$ cat src/verilog/tpdmc_defines.vh
// Constants for the port data mux control block.
// Assumes inclusion by the block and its bench.
`ifndef TPDMC_DEFINES_VH
`define TPDMC_DEFINES_VH
// Register byte offsets
`define TPDMC_ROUTE_OFS  8'h00
`define TPDMC_DIR_OFS    8'h04
`define TPDMC_PSRC_OFS   8'h08
`define TPDMC_CSRC_OFS   8'h0c
`define TPDMC_PULL_OFS   8'h10
`define TPDMC_MON_OFS    8'h14
`define TPDMC_EVENT_OFS  8'h18
`define TPDMC_STAT_OFS   8'h1c
// Route fields
`define TPDMC_TOP_LSB    0
`define TPDMC_BOT_LSB    4
`define TPDMC_SBU_LSB    8
`define TPDMC_LSXANA_BIT 12
`define TPDMC_UARTHZ_BIT 13
`define TPDMC_LSXHZ_BIT  14
// Route selection codes
`define TPDMC_SEL_NONE   3'h0
`define TPDMC_SEL_ROOT   3'h1
`define TPDMC_SEL_EP     3'h2
`define TPDMC_SEL_SWD    3'h3
`define TPDMC_SEL_DBG12  3'h4
`define TPDMC_SEL_DBG34  3'h5
`define TPDMC_SEL_AUX    3'h6
`define TPDMC_SEL_CORE   3'h7
`define TPDMC_SEL_LSX    3'h2
// Pin source codes 0..2 are port channels
`define TPDMC_SRC_BYPASS 3'h3
// Reset values
`define TPDMC_ROUTE_RST  15'h0000
`define TPDMC_DIR_RST    6'h02
`define TPDMC_PSRC_RST   18'h00018
`define TPDMC_CSRC_RST   9'h000
// Responses
`define TPDMC_RESP_OKAY  2'h0
`define TPDMC_RESP_SLV   2'h2
`endif

$ cat src/verilog/tpdmc_port_mux.v
// Type-C port data multiplexer control with an AXI4-Lite register slave.
// Assumes mclk 50 MHz, synchronous active-low reset, pins asynchronous.
`timescale 1ns/1ps
`default_nettype none
`include "tpdmc_defines.vh"

module tpdmc_port_mux #(
  parameter NPIN = 6
) (
  input  wire        mclk,
  input  wire        rst_b,
  input  wire [7:0]  s_axi_awaddr,
  input  wire        s_axi_awvalid,
  output reg         s_axi_awready,
  input  wire [31:0] s_axi_wdata,
  input  wire [3:0]  s_axi_wstrb,
  input  wire        s_axi_wvalid,
  output reg         s_axi_wready,
  output reg  [1:0]  s_axi_bresp,
  output reg         s_axi_bvalid,
  input  wire        s_axi_bready,
  input  wire [7:0]  s_axi_araddr,
  input  wire        s_axi_arvalid,
  output reg         s_axi_arready,
  output reg  [31:0] s_axi_rdata,
  output reg  [1:0]  s_axi_rresp,
  output reg         s_axi_rvalid,
  input  wire        s_axi_rready,
  input  wire        cableFlipped,
  input  wire [5:0]  portIn,
  output reg  [5:0]  portOut,
  output reg  [5:0]  portOe_b,
  input  wire [5:0]  sysPinIn,
  output reg  [5:0]  sysPinOut,
  output reg  [5:0]  sysPinOe_b,
  output reg  [2:0]  topSwitchSel,
  output reg  [2:0]  bottomSwitchSel,
  output reg  [2:0]  sbuSwitchSel,
  output reg         sbuSwap,
  output reg         lsxAnalogPass,
  output reg  [5:0]  pullUpEn,
  output reg  [5:0]  pullDownEn,
  output reg  [5:0]  compConnect,
  output reg         coreEvent
);

  ////////////////////////////////////////////////////////////////////////
  // Helpers

  // Exchange top/bottom pairs and sideband pins on a flip
  function [5:0] flipPorts;
    input [5:0] v;
    input       f;
    begin
      flipPorts = f ? {v[4], v[5], v[1], v[0], v[3], v[2]} : v;
    end
  endfunction

  // Byte-lane merge of a write
  function [31:0] laneMerge;
    input [31:0] old;
    input [31:0] nw;
    input [3:0]  strb;
    integer i;
    begin
      laneMerge = old;
      for (i = 0; i < 4; i = i + 1) begin
        if (strb[i]) begin
          laneMerge[i*8 +: 8] = nw[i*8 +: 8];
        end
      end
    end
  endfunction

  ////////////////////////////////////////////////////////////////////////
  // Registers and state

  reg  [14:0] routeReg;
  reg  [5:0]  pinDir;
  reg  [17:0] pinSrc;
  reg  [8:0]  chanSrc;
  reg  [5:0]  pullUpReg;
  reg  [5:0]  pullDownReg;
  reg  [5:0]  monEn;
  reg  [5:0]  eventFlag;
  reg  [7:0]  wrAddr;
  reg  [31:0] wrData;
  reg  [3:0]  wrStrb;
  reg  [5:0]  portMeta;
  reg  [5:0]  portSync;
  reg  [5:0]  portPrev;
  reg  [5:0]  sysMeta;
  reg  [5:0]  sysSync;
  reg         flipMeta;
  reg         flipSync;

  wire [2:0] topSel  = routeReg[`TPDMC_TOP_LSB +: 3];
  wire [2:0] botSel  = routeReg[`TPDMC_BOT_LSB +: 3];
  wire [2:0] sbuSel  = routeReg[`TPDMC_SBU_LSB +: 3];
  wire       lsxAna  = routeReg[`TPDMC_LSXANA_BIT];
  wire       uartHz  = routeReg[`TPDMC_UARTHZ_BIT];
  wire       lsxHz   = routeReg[`TPDMC_LSXHZ_BIT];
  wire       doWrite = !s_axi_awready && !s_axi_wready && !s_axi_bvalid;
  wire       wrHit   = (wrAddr[7:5] == 3'h0) && (wrAddr[1:0] == 2'h0);
  wire [5:0] edgeSeen = (portSync ^ portPrev) & monEn;
  wire [31:0] routeMerge = laneMerge({17'h0, routeReg}, wrData, wrStrb);
  wire [31:0] dirMerge   = laneMerge({26'h0, pinDir}, wrData, wrStrb);
  wire [31:0] psrcMerge  = laneMerge({14'h0, pinSrc}, wrData, wrStrb);
  wire [31:0] csrcMerge  = laneMerge({23'h0, chanSrc}, wrData, wrStrb);

  ////////////////////////////////////////////////////////////////////////
  // Input synchronisers

  // Two flops on every asynchronous input
  always @(posedge mclk) begin
    portMeta <= portIn;
    portSync <= portMeta;
    portPrev <= portSync;
    sysMeta  <= sysPinIn;
    sysSync  <= sysMeta;
    flipMeta <= cableFlipped;
    flipSync <= flipMeta;
  end

  ////////////////////////////////////////////////////////////////////////
  // Routing and crossbar

  reg [5:0] logIn;
  reg [5:0] logOut;
  reg [5:0] logDrv;
  reg [2:0] chanRx;
  reg [2:0] chanTx;
  reg       sbuLsxDig;
  reg [5:0] next_sysOut;
  reg [5:0] next_sysOe_b;
  reg [2:0] sbuValid;
  integer   k;

  // Logical connector view, then back to physical pins
  always @* begin
    logIn = flipPorts(portSync, flipSync);
    sbuValid = (sbuSel == `TPDMC_SEL_ROOT) ? `TPDMC_SEL_NONE : sbuSel;
    sbuLsxDig = (sbuValid == `TPDMC_SEL_LSX) && !lsxAna;
    for (k = 0; k < 3; k = k + 1) begin
      chanTx[k] = sysSync[chanSrc[k*3 +: 3]];
    end
    chanRx[0] = (topSel == `TPDMC_SEL_CORE) ? logIn[1] : 1'b1;
    chanRx[1] = (botSel == `TPDMC_SEL_CORE) ? logIn[3] : 1'b1;
    chanRx[2] = (sbuValid == `TPDMC_SEL_CORE) ? logIn[5] : 1'b1;
    // Transmit on positive/first pins, receive on negative/second pins
    logOut = 6'h3f;
    logDrv = 6'h00;
    if (topSel == `TPDMC_SEL_CORE) begin
      logOut[0] = chanTx[0];
      logDrv[0] = !uartHz;
    end
    if (botSel == `TPDMC_SEL_CORE) begin
      logOut[2] = chanTx[1];
      logDrv[2] = !uartHz;
    end
    if (sbuValid == `TPDMC_SEL_CORE) begin
      logOut[4] = chanTx[2];
      logDrv[4] = !uartHz;
    end else if (sbuLsxDig) begin
      logOut[4] = sysSync[3];
      logDrv[4] = !lsxHz;
    end
    // Crossbar pins, direction and source per pin
    for (k = 0; k < NPIN; k = k + 1) begin
      case (pinSrc[k*3 +: 3])
        3'h0: next_sysOut[k] = chanRx[0];
        3'h1: next_sysOut[k] = chanRx[1];
        3'h2: next_sysOut[k] = chanRx[2];
        `TPDMC_SRC_BYPASS: next_sysOut[k] = sysSync[0];
        default: next_sysOut[k] = 1'b1;
      endcase
      next_sysOe_b[k] = !pinDir[k];
    end
    // Sideband serial pair bound to system pins 2 and 3
    if (sbuLsxDig) begin
      next_sysOut[2]  = logIn[5];
      next_sysOe_b[2] = 1'b0;
      next_sysOe_b[3] = 1'b1;
    end
    if (uartHz) begin
      next_sysOe_b[1:0] = 2'h3;
    end
    if (lsxHz) begin
      next_sysOe_b[3:2] = 2'h3;
    end
  end

  // Registered drive of every pin and switch
  always @(posedge mclk) begin
    if (!rst_b) begin
      portOut         <= 6'h3f;
      portOe_b        <= 6'h3f;
      sysPinOut       <= 6'h3f;
      sysPinOe_b      <= 6'h3f;
      topSwitchSel    <= `TPDMC_SEL_NONE;
      bottomSwitchSel <= `TPDMC_SEL_NONE;
      sbuSwitchSel    <= `TPDMC_SEL_NONE;
      sbuSwap         <= 1'b0;
      lsxAnalogPass   <= 1'b0;
      pullUpEn        <= 6'h00;
      pullDownEn      <= 6'h00;
      compConnect     <= 6'h00;
      coreEvent       <= 1'b0;
    end else begin
      portOut         <= flipPorts(logOut, flipSync);
      portOe_b        <= ~flipPorts(logDrv, flipSync);
      sysPinOut       <= next_sysOut;
      sysPinOe_b      <= next_sysOe_b;
      topSwitchSel    <= flipSync ? botSel : topSel;
      bottomSwitchSel <= flipSync ? topSel : botSel;
      sbuSwitchSel    <= sbuValid;
      sbuSwap         <= flipSync;
      lsxAnalogPass   <= (sbuValid == `TPDMC_SEL_LSX) && lsxAna;
      pullUpEn        <= pullUpReg;
      pullDownEn      <= pullDownReg;
      compConnect     <= monEn;
      coreEvent       <= |eventFlag;
    end
  end

  ////////////////////////////////////////////////////////////////////////
  // Register file and AXI4-Lite slave

  reg [31:0] rdWord;
  reg        rdHit;
  // Read decode
  always @* begin
    rdWord = 32'h0;
    rdHit  = s_axi_araddr[1:0] == 2'h0;
    case (s_axi_araddr)
      `TPDMC_ROUTE_OFS: rdWord[14:0] = routeReg;
      `TPDMC_DIR_OFS:   rdWord[5:0]  = pinDir;
      `TPDMC_PSRC_OFS:  rdWord[17:0] = pinSrc;
      `TPDMC_CSRC_OFS:  rdWord[8:0]  = chanSrc;
      `TPDMC_PULL_OFS:  rdWord[13:0] = {pullDownReg, 2'h0, pullUpReg};
      `TPDMC_MON_OFS:   rdWord[5:0]  = monEn;
      `TPDMC_EVENT_OFS: rdWord[5:0]  = eventFlag;
      `TPDMC_STAT_OFS:  rdWord[8:0]  = {flipSync, 2'h0, portSync};
      default:          rdHit = 1'b0;
    endcase
  end

  // Bus handshakes, register writes and event flags
  always @(posedge mclk) begin
    if (!rst_b) begin
      s_axi_awready <= 1'b1;
      s_axi_wready  <= 1'b1;
      s_axi_bvalid  <= 1'b0;
      s_axi_bresp   <= `TPDMC_RESP_OKAY;
      s_axi_arready <= 1'b1;
      s_axi_rvalid  <= 1'b0;
      s_axi_rdata   <= 32'h0;
      s_axi_rresp   <= `TPDMC_RESP_OKAY;
      wrAddr        <= 8'h00;
      wrData        <= 32'h0;
      wrStrb        <= 4'h0;
      routeReg      <= `TPDMC_ROUTE_RST;
      pinDir        <= `TPDMC_DIR_RST;
      pinSrc        <= `TPDMC_PSRC_RST;
      chanSrc       <= `TPDMC_CSRC_RST;
      pullUpReg     <= 6'h00;
      pullDownReg   <= 6'h00;
      monEn         <= 6'h00;
      eventFlag     <= 6'h00;
    end else begin
      if (s_axi_awvalid && s_axi_awready) begin
        wrAddr        <= s_axi_awaddr;
        s_axi_awready <= 1'b0;
      end
      if (s_axi_wvalid && s_axi_wready) begin
        wrData       <= s_axi_wdata;
        wrStrb       <= s_axi_wstrb;
        s_axi_wready <= 1'b0;
      end
      // Edge events, set wins over clear
      eventFlag <= eventFlag | edgeSeen;
      if (doWrite) begin
        s_axi_bvalid <= 1'b1;
        s_axi_bresp  <= wrHit ? `TPDMC_RESP_OKAY : `TPDMC_RESP_SLV;
        case (wrAddr)
          `TPDMC_ROUTE_OFS:
            routeReg <= routeMerge[14:0];
          `TPDMC_DIR_OFS:
            pinDir <= dirMerge[5:0];
          `TPDMC_PSRC_OFS:
            pinSrc <= psrcMerge[17:0];
          `TPDMC_CSRC_OFS:
            chanSrc <= csrcMerge[8:0];
          `TPDMC_PULL_OFS: begin
            if (wrStrb[0]) pullUpReg <= wrData[5:0];
            if (wrStrb[1]) pullDownReg <= wrData[13:8];
          end
          `TPDMC_MON_OFS:
            if (wrStrb[0]) monEn <= wrData[5:0];
          `TPDMC_EVENT_OFS:
            if (wrStrb[0]) eventFlag <= (eventFlag & ~wrData[5:0]) | edgeSeen;
          default: ;
        endcase
      end
      if (s_axi_bvalid && s_axi_bready) begin
        s_axi_bvalid  <= 1'b0;
        s_axi_awready <= 1'b1;
        s_axi_wready  <= 1'b1;
      end
      if (s_axi_arvalid && s_axi_arready) begin
        s_axi_arready <= 1'b0;
        s_axi_rvalid  <= 1'b1;
        s_axi_rdata   <= rdWord;
        s_axi_rresp   <= rdHit ? `TPDMC_RESP_OKAY : `TPDMC_RESP_SLV;
      end
      if (s_axi_rvalid && s_axi_rready) begin
        s_axi_rvalid  <= 1'b0;
        s_axi_arready <= 1'b1;
      end
    end
  end

endmodule // tpdmc_port_mux
`default_nettype wire

$ cat config.mk
export PLATFORM = sky130hd
export DESIGN_NAME = tpdmc_port_mux
export DESIGN_NICKNAME = d
export VERILOG_FILES = /design/src/verilog/tpdmc_port_mux.v
export VERILOG_INCLUDE_DIRS = /design/src /design/src/verilog
export SDC_FILE = /design/constraint.sdc
export NUM_CORES = 1
export LEC_CHECK = 0
export ABC_AREA = 1
export BUFFER_PORTS_ARGS = -buffer_cell sky130_fd_sc_hd__buf_2
export CAP_MARGIN = 25
export CORE_ASPECT_RATIO = 0.9
export CORE_MARGIN = 5
export CORE_UTILIZATION = 50
export CTS_CLUSTER_DIAMETER = 200
export DETAILED_ROUTE_END_ITERATION = 8
export GPL_TIMING_DRIVEN = 0
export PLACE_DENSITY = 0.82
export RECOVER_POWER = 100
export SKIP_CTS_REPAIR_TIMING = 1
export SYNTH_ARGS = -nofsm -noshare
export SYNTH_HDL_FRONTEND = slang
export SYNTH_SLANG_ARGS = --single-unit
export TNS_END_PERCENT = 20
$ cat constraint.sdc
create_clock -name mclk -period 1.8 [get_ports mclk]
set_input_delay 0.27 -clock mclk [delete_from_list [all_inputs] [get_ports mclk]]
set_output_delay 0.27 -clock mclk [all_outputs]
set_load 0.05 [all_outputs]
==> results.toml <==
[outcome]
run_status = "complete, no violations"

[synthesis]
yosysUniqueCellTypes = 42
yosysSeqAreaShare_pct = 51.23
syn-cell-area_sq_um = 8128
synthTopCellsByArea = "dfxtp_1 (51%), nand2_1 (8.2%), nor2_1 (6.4%)"
synth_top_area_cell = "dfxtp_1"
postSynthCellCount = 1023
ys.flop_type = "dfxtp_1"
synth_top_area_share_pct = 51.23
ys_ff_latch = 208
synthArstFlopShare_pct = 0
ys_warn_count = 0
avgSynthCellArea_sq_um = 7.945
synth-edff-count = 0

[clock_network]
cts.clk_slew.worst_paths_ns = 0.06
cts.htree.levels = 1
insertion_delay_ns = 0.50
clockBufferDepth = 3
cts_tree = "done"
cts_sinks = 208
numCtsBuffers = 22
cts_root_buf = "clkbuf_16"

[place]
dp_hpwl_microns = 17140
portBuffers = 130
placed_cell_area_sq_um = 9105
routabilityCongestion = 0.9314
place_inst = 1378

[timing]
hold_viol_final = 0
post-route-period-util_pct = 93.88
finalMaxSlewViolations = 0
worst_pin_slew_ns = 0.7643
rsz0062_at_grt = "false"
clock.fmax_ghz = 0.5918
setup_tns_ns = 0
skew_ns = 0.01323
final.min_clock_period_ns = 1.690
relSlewSlack_pct = 49.05
setup_viol_count_final = 0

[power]
total_power_mw = 10.11
clockPowerShare_pct = 44.1
combPwrFrac_pct = 8.0
p_leak_nw = 4.308
pwr-share-seq_pct = 47.9
switching_share_pct = 24.77
internal_power_mw = 7.608
power.density_nw_per_um2 = 1029
p_switching_mw = 2.505
ir_worst_vdd_uv = 863.7

[run]
drv_cap = 0

[setup_path]
path_max_fanout = 10
crit_arrival_ns = 2.07
crit_type = "flip-flop to flip-flop"
r2r_slack_ns = 0.11
crit_path_end_kind = "flip-flop"
start_kind = "flip-flop"
critPathRequiredTime_ns = 2.18

[final_layout]
regArea_sq_um = 4164
fin_cells = 1432
multi_input_area_sq_um = 3231
final_nets = 1282
drive_gt1_share_pct = 14.29
fill_cells = 1477
diodes = 0
syn_to_final_growth_pct = 20.92
design_area_sq_um = 9828
finish.utilization_pct = 61.14

[floorplan]
start_util_pct = 50.56
rows = 44
die_h_microns = 131.0
die-area_sq_um = 18910
io_pins = 167
die_width_microns = 144.4
coreArea_sq_um = 16080

[drt]
via_per_inst = 5.254
drtIter0Drc = 731
drtPass1Iterations = 6
wire_per_inst_microns = 16.07
drt.antenna.violating_nets = 0
via_count = 7524
drcViolationCount = 0
wl_microns = 23020

[global_route]
grt_usage_pct = 23.47
overflow = 0
grt_pass1_vias = 6772
grt_max_degree = 15
grt_antenna_before_repair = 0
grt_pass1_wl_microns = 34960

[worst_hold_path]
min_path_type = "input port to flip-flop"
[cell usage in the layout (no fill, tap or decap), types with 2 or more instances in the layout]
cell type      instances
a211oi_1               4
a21boi_0               6
a21oi_1               67
a21oi_2                7
buf_2                 56
buf_4                 27
buf_6                  2
clkbuf_1              99
clkbuf_16             23
clkbuf_2               7
clkbuf_8               4
clkinv_2               9
conb_1                20
dfxtp_1              208
dlygate4sd3_1         15
inv_1                 92
inv_2                  4
nand2_1              182
nand2_2                3
nand2_4                6
nand3_1               59
nand4_1                3
nor2_1               137
nor2_2                 5
nor2_4                 7
nor2_8                 2
nor3_1                 4
o211ai_1              10
o21a_1                 2
o21ai_0              108
o21ai_1               10
o21ai_2                4
o22ai_1               10
o31ai_1                3
xor2_1                 6
[synth_stat cells, types with 7 or more instances]
cell / instances
nand2_4: 7
o22ai_1: 10
a21oi_1: 67
o211ai_1: 10
nand3_1: 59
dfxtp_1: 208
nor2_4: 7
inv_1: 90
buf_4: 27
o21ai_1: 17
nand2_1: 178
o21ai_2: 10
o21ai_0: 95
a21oi_2: 7
nor2_1: 138
clkbuf_1: 23
[cell type report]
class | instances | area share, %
plain buffers | 59 | 3.501
clock buffers | 29 | 6.493
clock inverters | 10 | 0.8530
inverters | 102 | 4.048
multi-input cells | 672 | 32.87
flip-flops and latches | 208 | 42.37
well taps | 207 | 2.635
repair buffers | 145 | 7.231
[power by group through the flow]
stage | Clock (mW) | Combinational [mW] | Sequential, mW
after floorplan | 0 | 0.490 | 4.99
after global placement | 0 | 0.777 | 4.94
after detailed placement | 0 | 0.789 | 4.94
after CTS | 4.50 | 0.794 | 4.84
after global routing | 4.71 | 0.885 | 4.85
final | 4.46 | 0.811 | 4.84
[worst max-delay path, cell delays in order, from the launching register on]
cell and delay [ns]:
dfxtp_1 0.35, nor3_4 0.38, nand2_1 0.12, inv_1 0.13, nand2_1 0.13, clkbuf_2 0.23
o21ai_1 0.17, a21oi_1 0.06
[per-stage QoR]
step,worst slack [ns],hold slack (ns)
2_1_floorplan,0.1930,0.2977
3_3_place_gp,0.1010,0.3109
3_5_place_dp,0.02363,0.3121
4_1_cts,0.07506,-0.1408
5_1_grt,0.01715,0.004235
6_report,0.1101,0.004561
[cell families (layout without fill, tap and decap cells)]
logic type             after synthesis  after routing  share of synthesized area (%)
AO/OA/AOI/OAI                      234            234                          16.23
XOR/XNOR                             6              6                         0.6465
buffers and inverters              161            345                          9.483
flip-flops                         208            208                          51.23
other                                2             20                        0.09240
AND/OR/NAND/NOR                    412            412                          22.32
[flip-flops by register name, indices dropped and copies added, names as in the netlist, 6 cells and up]
signal / flops
monEn: 6
portSync: 6
wrAddr: 8
compConnect: 6
pinSrc: 18
s_axi_rdata: 18
portMeta: 6
chanSrc: 9
pullUpReg: 6
pullUpEn: 6
routeReg: 15
wrData: 18
sysMeta: 6
sysSync: 6
pullDownReg: 6
sysPinOe_b: 6
portPrev: 6
eventFlag: 6
sysPinOut: 6
pullDownEn: 6
pinDir: 6
[worst paths after layout]
kind                                  start                          end  cells past startpoint
setup reg to reg  s_axi_bvalid$_SDFFE_PP0P_  pullDownReg[2]$_SDFFE_PN0P_                      7
hold / removal                 s_axi_rready   s_axi_arready$_SDFFE_PP1P_                      3
setup / recovery  s_axi_bvalid$_SDFFE_PP0P_  pullDownReg[2]$_SDFFE_PN0P_                      7
hold reg to reg         portMeta[1]$_DFF_P_          portSync[1]$_DFF_P_                      0
[per-layer routing]
metal,vias up,share of wire (%),global-route usage [%]
li1,3654,-,-
met1,3395,42,32.43
met2,404,44,36.48
met3,71,11,5.786
met4,0,3.3,7.296
met5,-,0,0
(Power assumes the default switching activity.)
